File: src/hw/sct_pkg.sv
/*
   Constants, register map and state layout of the capture/compare timer.
   Assumes an AXI4-Lite master with 8-bit addressing of one word per register.
*/
`default_nettype none
package sct_pkg;
   // ----------------------------------------
   // Register byte addresses
   // ----------------------------------------
   localparam logic [7:0] A_CTL1    = 8'h00;
   localparam logic [7:0] A_CTL2    = 8'h04;
   localparam logic [7:0] A_FLAGS   = 8'h08;
   localparam logic [7:0] A_CAP1_HI = 8'h0c;
   localparam logic [7:0] A_CAP1_LO = 8'h10;
   localparam logic [7:0] A_CAP2_HI = 8'h14;
   localparam logic [7:0] A_CAP2_LO = 8'h18;
   localparam logic [7:0] A_CMP1_HI = 8'h1c;
   localparam logic [7:0] A_CMP1_LO = 8'h20;
   localparam logic [7:0] A_CMP2_HI = 8'h24;
   localparam logic [7:0] A_CMP2_LO = 8'h28;
   localparam logic [7:0] A_CNT_HI  = 8'h2c;
   localparam logic [7:0] A_CNT_LO  = 8'h30;
   localparam logic [7:0] A_ALT_HI  = 8'h34;
   localparam logic [7:0] A_ALT_LO  = 8'h38;
   // ----------------------------------------
   // Field positions
   // ----------------------------------------
   localparam int B1_CAP_IE    = 7;
   localparam int B1_CMP_IE    = 6;
   localparam int B1_OVF_IE    = 5;
   localparam int B1_FORCE2    = 4;
   localparam int B1_FORCE1    = 3;
   localparam int B1_LVL2      = 2;
   localparam int B1_EDGE1     = 1;
   localparam int B1_LVL1      = 0;
   localparam int B2_PIN1_EN   = 7;
   localparam int B2_PIN2_EN   = 6;
   localparam int B2_ONE_PULSE = 5;
   localparam int B2_PWM       = 4;
   localparam int B2_CLK_HI    = 3;
   localparam int B2_CLK_LO    = 2;
   localparam int B2_EDGE2     = 1;
   localparam int B2_EXT_EDGE  = 0;
   localparam int F_CAP1       = 4;
   localparam int F_CMP1       = 3;
   localparam int F_OVF        = 2;
   localparam int F_CAP2       = 1;
   localparam int F_CMP2       = 0;
   // ----------------------------------------
   // Reset values and codes
   // ----------------------------------------
   localparam logic [7:0]  CTL_RST   = 8'h00;
   localparam logic [4:0]  FLAGS_RST = 5'h00;
   localparam logic [2:0]  FLAGS_PAD = 3'h0;
   localparam logic [15:0] CNT_RST   = 16'hfffc;
   localparam logic [15:0] CNT_MAX   = 16'hffff;
   localparam logic [15:0] CAP_OPM   = 16'hfffd;
   localparam logic [15:0] CMP_RST   = 16'h8000;
   localparam logic [1:0]  CLK_DIV4  = 2'h0;
   localparam logic [1:0]  CLK_DIV2  = 2'h1;
   localparam logic [1:0]  CLK_DIV8  = 2'h2;
   localparam logic [1:0]  RESP_OK   = 2'h0;
   localparam logic [1:0]  RESP_ERR  = 2'h2;
   // ----------------------------------------
   // Whole state of the timer
   // ----------------------------------------
   typedef struct packed {
      logic [7:0]  ctl1;
      logic [7:0]  ctl2;
      logic [4:0]  flags;
      logic [4:0]  arm;
      logic [15:0] cnt;
      logic [15:0] cap1;
      logic [15:0] cap2;
      logic [15:0] cmp1;
      logic [15:0] cmp2;
      logic [1:0]  cmp_inh;
      logic [1:0]  halt_arm;
      logic        pin1;
      logic        pin2;
      logic [2:0]  pre;
      logic        ext_q;
      logic        cap1_q;
      logic        cap2_q;
      logic        halt_q;
      logic        aw_got;
      logic        w_got;
      logic [7:0]  awaddr;
      logic [7:0]  wdata;
      logic        wstrb0;
      logic        awready;
      logic        wready;
      logic        bvalid;
      logic [1:0]  bresp;
      logic        arready;
      logic        rvalid;
      logic [7:0]  rdata;
      logic [1:0]  rresp;
      logic        irq;
      logic        wake;
   } sct_state_t;
endpackage
`default_nettype wire

File: src/hw/sct_timer.sv
/*
   Sixteen-bit capture/compare timer with one-pulse and PWM modes, reached
   over AXI4-Lite.
   Assumes capture, external clock and CPU state inputs are synchronous to
   aclk, and that no bus access happens while the CPU is halted.
*/
// Implementation choices: the register offsets and the AXI4-Lite register port.
`default_nettype none
module sct_timer (
   input  wire logic        aclk,
   input  wire logic        aresetn,
   input  wire logic [7:0]  s_axi_awaddr,
   input  wire logic        s_axi_awvalid,
   output logic             s_axi_awready,
   input  wire logic [31:0] s_axi_wdata,
   input  wire logic [3:0]  s_axi_wstrb,
   input  wire logic        s_axi_wvalid,
   output logic             s_axi_wready,
   output logic [1:0]       s_axi_bresp,
   output logic             s_axi_bvalid,
   input  wire logic        s_axi_bready,
   input  wire logic [7:0]  s_axi_araddr,
   input  wire logic        s_axi_arvalid,
   output logic             s_axi_arready,
   output logic [31:0]      s_axi_rdata,
   output logic [1:0]       s_axi_rresp,
   output logic             s_axi_rvalid,
   input  wire logic        s_axi_rready,
   input  wire logic        cpu_wait,
   input  wire logic        cpu_halt,
   input  wire logic        cpu_irq_mask,
   input  wire logic        capture_pin_one,
   input  wire logic        capture_pin_two,
   input  wire logic        external_count_pin,
   output logic             compare_pin_one,
   output logic             compare_pin_one_oe,
   output logic             compare_pin_two,
   output logic             compare_pin_two_oe,
   output logic             timer_irq,
   output logic             timer_wake
);
   // ----------------------------------------
   // State and working signals
   // ----------------------------------------
   sct_pkg::sct_state_t q;
   sct_pkg::sct_state_t d;
   logic        run;
   logic        hexit;
   logic        pwm_on;
   logic        opm_on;
   logic        ext_edge;
   logic        tick;
   logic        e1;
   logic        e2;
   logic        ovf;
   logic        m1;
   logic        m2;
   logic        do_wr;
   logic        do_rd;
   logic        rd_sr;
   logic        irq_now;
   logic [15:0] cnt_nx;
   logic [4:0]  set_f;
   logic [4:0]  acc;
   logic [4:0]  clr;
   logic [8:0]  rd_r;
   logic [8:0]  rd_w;

   // ----------------------------------------
   // Register read multiplexer
   // ----------------------------------------
   function automatic logic [8:0] rd_mux(
      input logic [7:0]          a,
      input sct_pkg::sct_state_t s
   );
      logic [8:0] r;
      r = {1'b1, 8'h00};
      if (a == sct_pkg::A_CTL1)
         r = {1'b0, s.ctl1};
      else if (a == sct_pkg::A_CTL2)
         r = {1'b0, s.ctl2};
      else if (a == sct_pkg::A_FLAGS)
         r = {1'b0, s.flags, sct_pkg::FLAGS_PAD};
      else if (a == sct_pkg::A_CAP1_HI)
         r = {1'b0, s.cap1[15:8]};
      else if (a == sct_pkg::A_CAP1_LO)
         r = {1'b0, s.cap1[7:0]};
      else if (a == sct_pkg::A_CAP2_HI)
         r = {1'b0, s.cap2[15:8]};
      else if (a == sct_pkg::A_CAP2_LO)
         r = {1'b0, s.cap2[7:0]};
      else if (a == sct_pkg::A_CMP1_HI)
         r = {1'b0, s.cmp1[15:8]};
      else if (a == sct_pkg::A_CMP1_LO)
         r = {1'b0, s.cmp1[7:0]};
      else if (a == sct_pkg::A_CMP2_HI)
         r = {1'b0, s.cmp2[15:8]};
      else if (a == sct_pkg::A_CMP2_LO)
         r = {1'b0, s.cmp2[7:0]};
      else if (a == sct_pkg::A_CNT_HI || a == sct_pkg::A_ALT_HI)
         r = {1'b0, s.cnt[15:8]};
      else if (a == sct_pkg::A_CNT_LO || a == sct_pkg::A_ALT_LO)
         r = {1'b0, s.cnt[7:0]};
      return r;
   endfunction

   // ----------------------------------------
   // Next state
   // ----------------------------------------
   always_comb
   begin
      d = q;
      run = !cpu_halt;
      hexit = q.halt_q && !cpu_halt;
      pwm_on = q.ctl2[sct_pkg::B2_PWM];
      opm_on = q.ctl2[sct_pkg::B2_ONE_PULSE] && !pwm_on;
      if (q.ctl2[sct_pkg::B2_EXT_EDGE])
         ext_edge = external_count_pin && !q.ext_q;
      else
         ext_edge = !external_count_pin && q.ext_q;
      // A divided tick is taken from the free prescaler, so the first tick
      // after a selection change may come early by up to one period.
      case (q.ctl2[sct_pkg::B2_CLK_HI:sct_pkg::B2_CLK_LO])
         sct_pkg::CLK_DIV4: tick = run && (q.pre[1:0] == 2'h3);
         sct_pkg::CLK_DIV2: tick = run && q.pre[0];
         sct_pkg::CLK_DIV8: tick = run && (q.pre == 3'h7);
         default:           tick = run && ext_edge;
      endcase
      if (q.ctl1[sct_pkg::B1_EDGE1])
         e1 = capture_pin_one && !q.cap1_q;
      else
         e1 = !capture_pin_one && q.cap1_q;
      if (q.ctl2[sct_pkg::B2_EDGE2])
         e2 = capture_pin_two && !q.cap2_q;
      else
         e2 = !capture_pin_two && q.cap2_q;
      cnt_nx = q.cnt + 16'h0001;
      ovf = tick && (q.cnt == sct_pkg::CNT_MAX);
      // At divide by two a match shows while the counter equals the compare
      // value; with the other clock selections, external clock included, it shows one count later.
      if (q.ctl2[sct_pkg::B2_CLK_HI:sct_pkg::B2_CLK_LO] == sct_pkg::CLK_DIV2)
      begin
         m1 = tick && (cnt_nx == q.cmp1) && !q.cmp_inh[0];
         m2 = tick && (cnt_nx == q.cmp2) && !q.cmp_inh[1];
      end
      else
      begin
         m1 = tick && (q.cnt == q.cmp1) && !q.cmp_inh[0];
         m2 = tick && (q.cnt == q.cmp2) && !q.cmp_inh[1];
      end
      d.ext_q = external_count_pin;
      d.cap1_q = capture_pin_one;
      d.cap2_q = capture_pin_two;
      d.halt_q = cpu_halt;
      set_f = 5'h00;
      if (run)
         d.pre = q.pre + 3'h1;
      if (tick)
         d.cnt = cnt_nx;
      if (ovf)
         set_f[sct_pkg::F_OVF] = 1'b1;
      if (m1)
      begin
         d.pin1 = q.ctl1[sct_pkg::B1_LVL1];
         if (!pwm_on && !opm_on)
            set_f[sct_pkg::F_CMP1] = 1'b1;
      end
      if (m2 && !pwm_on)
         set_f[sct_pkg::F_CMP2] = 1'b1;
      // ----------------------------------------
      // Capture one and the waveform modes
      // ----------------------------------------
      if (pwm_on)
      begin
         if (m2)
         begin
            d.cnt = sct_pkg::CNT_RST;
            d.pin1 = q.ctl1[sct_pkg::B1_LVL2];
            set_f[sct_pkg::F_CAP1] = 1'b1;
         end
      end
      else if (opm_on)
      begin
         if (run && e1)
         begin
            d.cnt = sct_pkg::CNT_RST;
            d.cap1 = sct_pkg::CAP_OPM;
            d.pin1 = q.ctl1[sct_pkg::B1_LVL2];
            set_f[sct_pkg::F_CAP1] = 1'b1;
         end
      end
      else
      begin
         if (q.ctl1[sct_pkg::B1_FORCE1])
            d.pin1 = q.ctl1[sct_pkg::B1_LVL1];
         if (m2 || q.ctl1[sct_pkg::B1_FORCE2])
            d.pin2 = q.ctl1[sct_pkg::B1_LVL2];
         if (run && e1)
         begin
            d.cap1 = q.cnt;
            set_f[sct_pkg::F_CAP1] = 1'b1;
         end
         else if (!run && e1)
            d.halt_arm[0] = 1'b1;
         else if (hexit && q.halt_arm[0])
         begin
            d.cap1 = q.cnt;
            d.halt_arm[0] = 1'b0;
            set_f[sct_pkg::F_CAP1] = 1'b1;
         end
      end
      // ----------------------------------------
      // Capture two
      // ----------------------------------------
      if (run && e2)
      begin
         d.cap2 = q.cnt;
         set_f[sct_pkg::F_CAP2] = 1'b1;
      end
      else if (!run && e2)
         d.halt_arm[1] = 1'b1;
      else if (hexit && q.halt_arm[1])
      begin
         d.cap2 = q.cnt;
         d.halt_arm[1] = 1'b0;
         set_f[sct_pkg::F_CAP2] = 1'b1;
      end
      // ----------------------------------------
      // Bus write channel
      // ----------------------------------------
      do_wr = q.aw_got && q.w_got && !q.bvalid;
      rd_w = rd_mux(q.awaddr, q);
      if (s_axi_awvalid && q.awready)
      begin
         d.aw_got = 1'b1;
         d.awaddr = s_axi_awaddr;
      end
      if (s_axi_wvalid && q.wready)
      begin
         d.w_got = 1'b1;
         d.wdata = s_axi_wdata[7:0];
         d.wstrb0 = s_axi_wstrb[0];
      end
      if (q.bvalid && s_axi_bready)
         d.bvalid = 1'b0;
      if (do_wr)
      begin
         d.aw_got = 1'b0;
         d.w_got = 1'b0;
         d.bvalid = 1'b1;
         d.bresp = rd_w[8] ? sct_pkg::RESP_ERR : sct_pkg::RESP_OK;
         if (q.wstrb0)
         begin
            if (q.awaddr == sct_pkg::A_CTL1)
               d.ctl1 = q.wdata;
            else if (q.awaddr == sct_pkg::A_CTL2)
               d.ctl2 = q.wdata;
            else if (q.awaddr == sct_pkg::A_CMP1_HI)
            begin
               d.cmp1[15:8] = q.wdata;
               d.cmp_inh[0] = 1'b1;
            end
            else if (q.awaddr == sct_pkg::A_CMP1_LO)
            begin
               d.cmp1[7:0] = q.wdata;
               d.cmp_inh[0] = 1'b0;
            end
            else if (q.awaddr == sct_pkg::A_CMP2_HI)
            begin
               d.cmp2[15:8] = q.wdata;
               d.cmp_inh[1] = 1'b1;
            end
            else if (q.awaddr == sct_pkg::A_CMP2_LO)
            begin
               d.cmp2[7:0] = q.wdata;
               d.cmp_inh[1] = 1'b0;
            end
            else if (q.awaddr == sct_pkg::A_CNT_LO || q.awaddr == sct_pkg::A_ALT_LO)
               d.cnt = sct_pkg::CNT_RST;
         end
      end
      // ----------------------------------------
      // Bus read channel
      // ----------------------------------------
      do_rd = s_axi_arvalid && q.arready;
      rd_r = rd_mux(s_axi_araddr, q);
      rd_sr = do_rd && (s_axi_araddr == sct_pkg::A_FLAGS);
      if (q.rvalid && s_axi_rready)
         d.rvalid = 1'b0;
      if (do_rd)
      begin
         d.rvalid = 1'b1;
         d.rdata = rd_r[7:0];
         d.rresp = rd_r[8] ? sct_pkg::RESP_ERR : sct_pkg::RESP_OK;
      end
      // ----------------------------------------
      // Two-step flag clearing
      // ----------------------------------------
      acc = 5'h00;
      acc[sct_pkg::F_CAP1] =
         (do_rd && s_axi_araddr == sct_pkg::A_CAP1_LO) ||
         (do_wr && q.wstrb0 && q.awaddr == sct_pkg::A_CAP1_LO);
      acc[sct_pkg::F_CMP1] =
         (do_rd && s_axi_araddr == sct_pkg::A_CMP1_LO) ||
         (do_wr && q.wstrb0 && q.awaddr == sct_pkg::A_CMP1_LO);
      // The alternate counter low byte is left out on purpose.
      acc[sct_pkg::F_OVF] =
         (do_rd && s_axi_araddr == sct_pkg::A_CNT_LO) ||
         (do_wr && q.wstrb0 && q.awaddr == sct_pkg::A_CNT_LO);
      acc[sct_pkg::F_CAP2] =
         (do_rd && s_axi_araddr == sct_pkg::A_CAP2_LO) ||
         (do_wr && q.wstrb0 && q.awaddr == sct_pkg::A_CAP2_LO);
      acc[sct_pkg::F_CMP2] =
         (do_rd && s_axi_araddr == sct_pkg::A_CMP2_LO) ||
         (do_wr && q.wstrb0 && q.awaddr == sct_pkg::A_CMP2_LO);
      clr = acc & q.arm;
      // A new event in the clearing cycle survives.
      d.flags = (q.flags & ~clr) | set_f;
      d.arm = (q.arm & ~clr) | (rd_sr ? q.flags : sct_pkg::FLAGS_RST);
      // ----------------------------------------
      // Interrupt and wake request
      // ----------------------------------------
      irq_now = !cpu_irq_mask && !cpu_halt && (
         (q.ctl1[sct_pkg::B1_CAP_IE] &&
            (d.flags[sct_pkg::F_CAP1] || d.flags[sct_pkg::F_CAP2])) ||
         (q.ctl1[sct_pkg::B1_CMP_IE] &&
            (d.flags[sct_pkg::F_CMP1] || d.flags[sct_pkg::F_CMP2])) ||
         (q.ctl1[sct_pkg::B1_OVF_IE] && d.flags[sct_pkg::F_OVF]));
      d.irq = irq_now;
      d.wake = irq_now && cpu_wait;
      d.awready = !d.aw_got && !d.bvalid;
      d.wready = !d.w_got && !d.bvalid;
      d.arready = !d.rvalid;
   end

   // ----------------------------------------
   // State register
   // ----------------------------------------
   always_ff @(posedge aclk)
   begin
      if (!aresetn)
      begin
         q <= '0;
         q.ctl1 <= sct_pkg::CTL_RST;
         q.ctl2 <= sct_pkg::CTL_RST;
         q.flags <= sct_pkg::FLAGS_RST;
         q.cnt <= sct_pkg::CNT_RST;
         q.cmp1 <= sct_pkg::CMP_RST;
         q.cmp2 <= sct_pkg::CMP_RST;
      end
      else
         q <= d;
   end

   // ----------------------------------------
   // Outputs
   // ----------------------------------------
   assign s_axi_awready = q.awready;
   assign s_axi_wready = q.wready;
   assign s_axi_bresp = q.bresp;
   assign s_axi_bvalid = q.bvalid;
   assign s_axi_arready = q.arready;
   assign s_axi_rdata = {24'h000000, q.rdata};
   assign s_axi_rresp = q.rresp;
   assign s_axi_rvalid = q.rvalid;
   assign compare_pin_one = q.pin1;
   assign compare_pin_one_oe = q.ctl2[sct_pkg::B2_PIN1_EN];
   assign compare_pin_two = q.pin2;
   assign compare_pin_two_oe = q.ctl2[sct_pkg::B2_PIN2_EN];
   assign timer_irq = q.irq;
   assign timer_wake = q.wake;
endmodule
`default_nettype wire

File: config.mk
export PLATFORM = sky130hd
export DESIGN_NAME = sct_timer
export DESIGN_NICKNAME = d
export VERILOG_FILES = /design/src/hw/sct_pkg.sv /design/src/hw/sct_timer.sv
export SDC_FILE = /design/constraint.sdc
export NUM_CORES = 1
export LEC_CHECK = 0
export BUFFER_PORTS_ARGS = -buffer_cell sky130_fd_sc_hd__buf_2
export CORE_MARGIN = 5
export CORE_UTILIZATION = 63
export DETAILED_ROUTE_END_ITERATION = 12
export GPL_TIMING_DRIVEN = 0
export PLACE_DENSITY = 0.89
export SYNTH_ARGS = -nofsm -noshare
export SYNTH_HDL_FRONTEND = slang
export SYNTH_SLANG_ARGS = --single-unit
File: constraint.sdc
create_clock -name aclk -period 7.2 [get_ports aclk]
set_clock_uncertainty 0.1 [all_clocks]
set_input_delay 0.72 -clock aclk [delete_from_list [all_inputs] [get_ports aclk]]
set_output_delay 0.72 -clock aclk [all_outputs]
set_load 0.02 [all_outputs]
==> out/summary.txt <==
Worst Hold Class = input port to register
clk sinks = 155
number of diodes = 0
Routed Antenna Nets = 0
detailed-route via count = 8,823
CP max FO = 10
Tmin final = 3.87 ns
CTS buffer count = 17
crit-path max cell delay = 0.61 ns
share of cells above drive strength 1 = 0.153
most numerous cell in the Yosys netlist = dfxtp_1
fillers = 1,087
fmax = 258 MHz
antenna violations before repair = 0
RSZ-0062 raised after global routing = no
Die Area = 16,700 um2
largest net degree at the start of global routing = 17
Setup TNS = 0 ns
# hold bufs at CTS = 0
Synth area leader = dfxtp_1
Worst R2R Setup Slack = 3.33 ns
crit path cell chain = clkbuf_1, and4_1, nand3_1, mux2i_1, nor4b_1, nand4_1, nor4_2, nor2_1, and3_1, buf_6, buf_6, nand2_2
worst endpoint required time = 7.48 ns
Setup crit end kind = register
Tot GR Track Use = 0.356
path depth of the worst reg2reg path = 12
TritonRoute pass-1 iters = 6
register area share after synthesis = 0.347
PortBufs = 57
area occupied by multi-input gates = 5260 um2
headroom to the max-slew limit = 0.0306
Avg Cell Area, Syn = 8.29 um2
fin. max-slew vios = 0
DR iter-0 viols = 1,211
Die Y = 129 um
Tcrit/Tclk final = 0.538
Die X = 129 um
Hold Crit Depth = 2
first-pass GRT wire length = 45,400 um
top cells by count, synth = dfxtp_1, nand2_1, nor2b_1, mux2i_1, nor2_1
Post-synth ARST share = 0
Post-synth EDFFs = 0
Max VDD drop = 0.175 mV
mapped cell area = 8950 um2
hold slack final = 0.374 ns
CP top delay family = simple AND/OR/NAND/NOR gates
H-tree levels = 4
Lkg Pwr = 3.95 nW
Slew @ Worst Pin = 1.45 ns
PnR worst setup slack = 3.33 ns
# rows = 43
DP Wirelength = 21,900 um
Worst Hold Launch = cpu_wait
final number of hold-violating endpoints = 0
Worst-Skew Late Latency = 0.44 ns
status = finished, final reports clean
Layout Nets = 1,249
Hold EP = timer_wake
setup violators final = 0
max reg flops = 133
Unique masters post-synth = 79
Yosys top cell area share = 0.347
critical path arrival = 4.15 ns
Critical Path Slowest Stage Cell = nor4b_1
routability cong. = 1.03
initial core utilization = 0.645
post-synthesis cell count = 1,080
Via density = 6.42
post-cts resize count = 0
GRT overflow = 0
worst reg2reg path startpoint = q[116]
I/O pin count = 112
final wirelength = 29,800 um
CTS tree = done
RR Endpoint = q[125]
Remaining DRCs = 0
Startpoint Class = register
routed len/inst = 21.7 um
pwr dens = 194 nW/um2
Buffers & Inverters on Critical Path = 3
Crit Path Category = register to register
dominant synthesized flop cell = dfxtp_1
core area = 13,900 um2
Reg with most FFs = q
Crit path top cell by count = buf_6
Max-Cap Viols = 0
vias in the first global route = 8,117
Post-CTS Setup Bufs = 0
Synth Register Bits = 155
top cells by area, synth = dfxtp_1, mux2i_1, nor2b_1
CTS clk-pin slew, worst paths = 0.07 ns
Sequential Area = 3100 um2
Ys Warns = 0
Place WS = 3.55 ns
root buffer cell = clkbuf_16
Area Overhead vs Synth = 13.5%
CTS Buffer Depth = 2
Core Util, Final = 0.732
cell families (layout without fill, tap and decap cells):
group | count (synthesis) | after routing | share of synthesized area
muxes | 67 | 67 | 0.0749
DFF | 155 | 155 | 0.347
buffers and inverters | 129 | 218 | 0.0762
other | 1 | 26 | 0.000419
AOI/OAI and AO/OA | 244 | 244 | 0.183
adders and majority gates | 3 | 3 | 0.00419
and+or+nand+nor | 438 | 438 | 0.269
xor gates and xnor gates | 43 | 43 | 0.0460
cell usage in the layout, fill, tap and decap left out, types with 16 or more instances in the layout:
| master | count |
|---|---|
| a21boi_0 | 34 |
| dfxtp_1 | 155 |
| nand3_1 | 24 |
| o22ai_1 | 16 |
| buf_2 | 77 |
| buf_4 | 40 |
| a21oi_1 | 59 |
| mux2i_1 | 67 |
| xnor2_1 | 21 |
| nand4_1 | 16 |
| conb_1 | 26 |
| and2_1 | 21 |
| clkbuf_1 | 50 |
| nand2_1 | 120 |
| nor2b_1 | 74 |
| clkbuf_16 | 17 |
| o21ai_0 | 39 |
| nor2_1 | 63 |
| xor2_1 | 19 |
worst reg2reg max path, delay by kind of cell, from the launching register on:
| kind | cells | cell delay [ns] |
|---|---|---|
| multiplexers | 1 | 0.19 |
| AND/OR/NAND/NOR | 8 | 2.28 |
| flip-flops | 1 | 0.36 |
| buffers and inverters | 3 | 0.88 |
layout make-up:
cell class	count	area share
multi-input cells	821	0.518
flip-flops and latches	155	0.305
plain buffers	115	0.0620
clock buffers	21	0.0463
repair buffers	57	0.0281
well taps	180	0.0222
clock inverters	11	0.0131
inverters	14	0.00517
power by group:
part           leakage [nW]  internal [mW]  switching, mW
logic                  2.40         0.0607         0.0884
clock network         0.296          0.543          0.383
registers              1.26          0.878         0.0202
routing by layer:
| layer | global-route usage | vias to the layer above | part of all wire |
|---|---|---|---|
| li1 | - | 4003 | - |
| met1 | 0.466 | 4074 | 0.39 |
| met2 | 0.554 | 612 | 0.44 |
| met3 | 0.0882 | 134 | 0.12 |
| met4 | 0.169 | 0 | 0.051 |
| met5 | 0 | - | 0 |
per-stage QoR:
stage	area, um2	instances	power [mW]
after detailed placement	9560	1342	1.06
after CTS	10200	1374	1.97
after floorplan	9040	1105	1.01
after global routing	10200	1374	2.02
after global placement	9560	1342	1.06
final	10200	1374	1.97
worst max path at each step:
stage,start,endpoint,slack (ns),depth (start not counted)
floorplan,s_axi_araddr[4],timer_wake,4.39,9
global route,q[116],compare_pin_two,3.13,11
finish,q[116],q[125],3.33,12
CTS,q[115],compare_pin_two,3.53,11
global placement,q[115],q[124],3.53,13
detailed placement,q[115],compare_pin_two,3.55,11
Power figures use the tool's default switching activity.
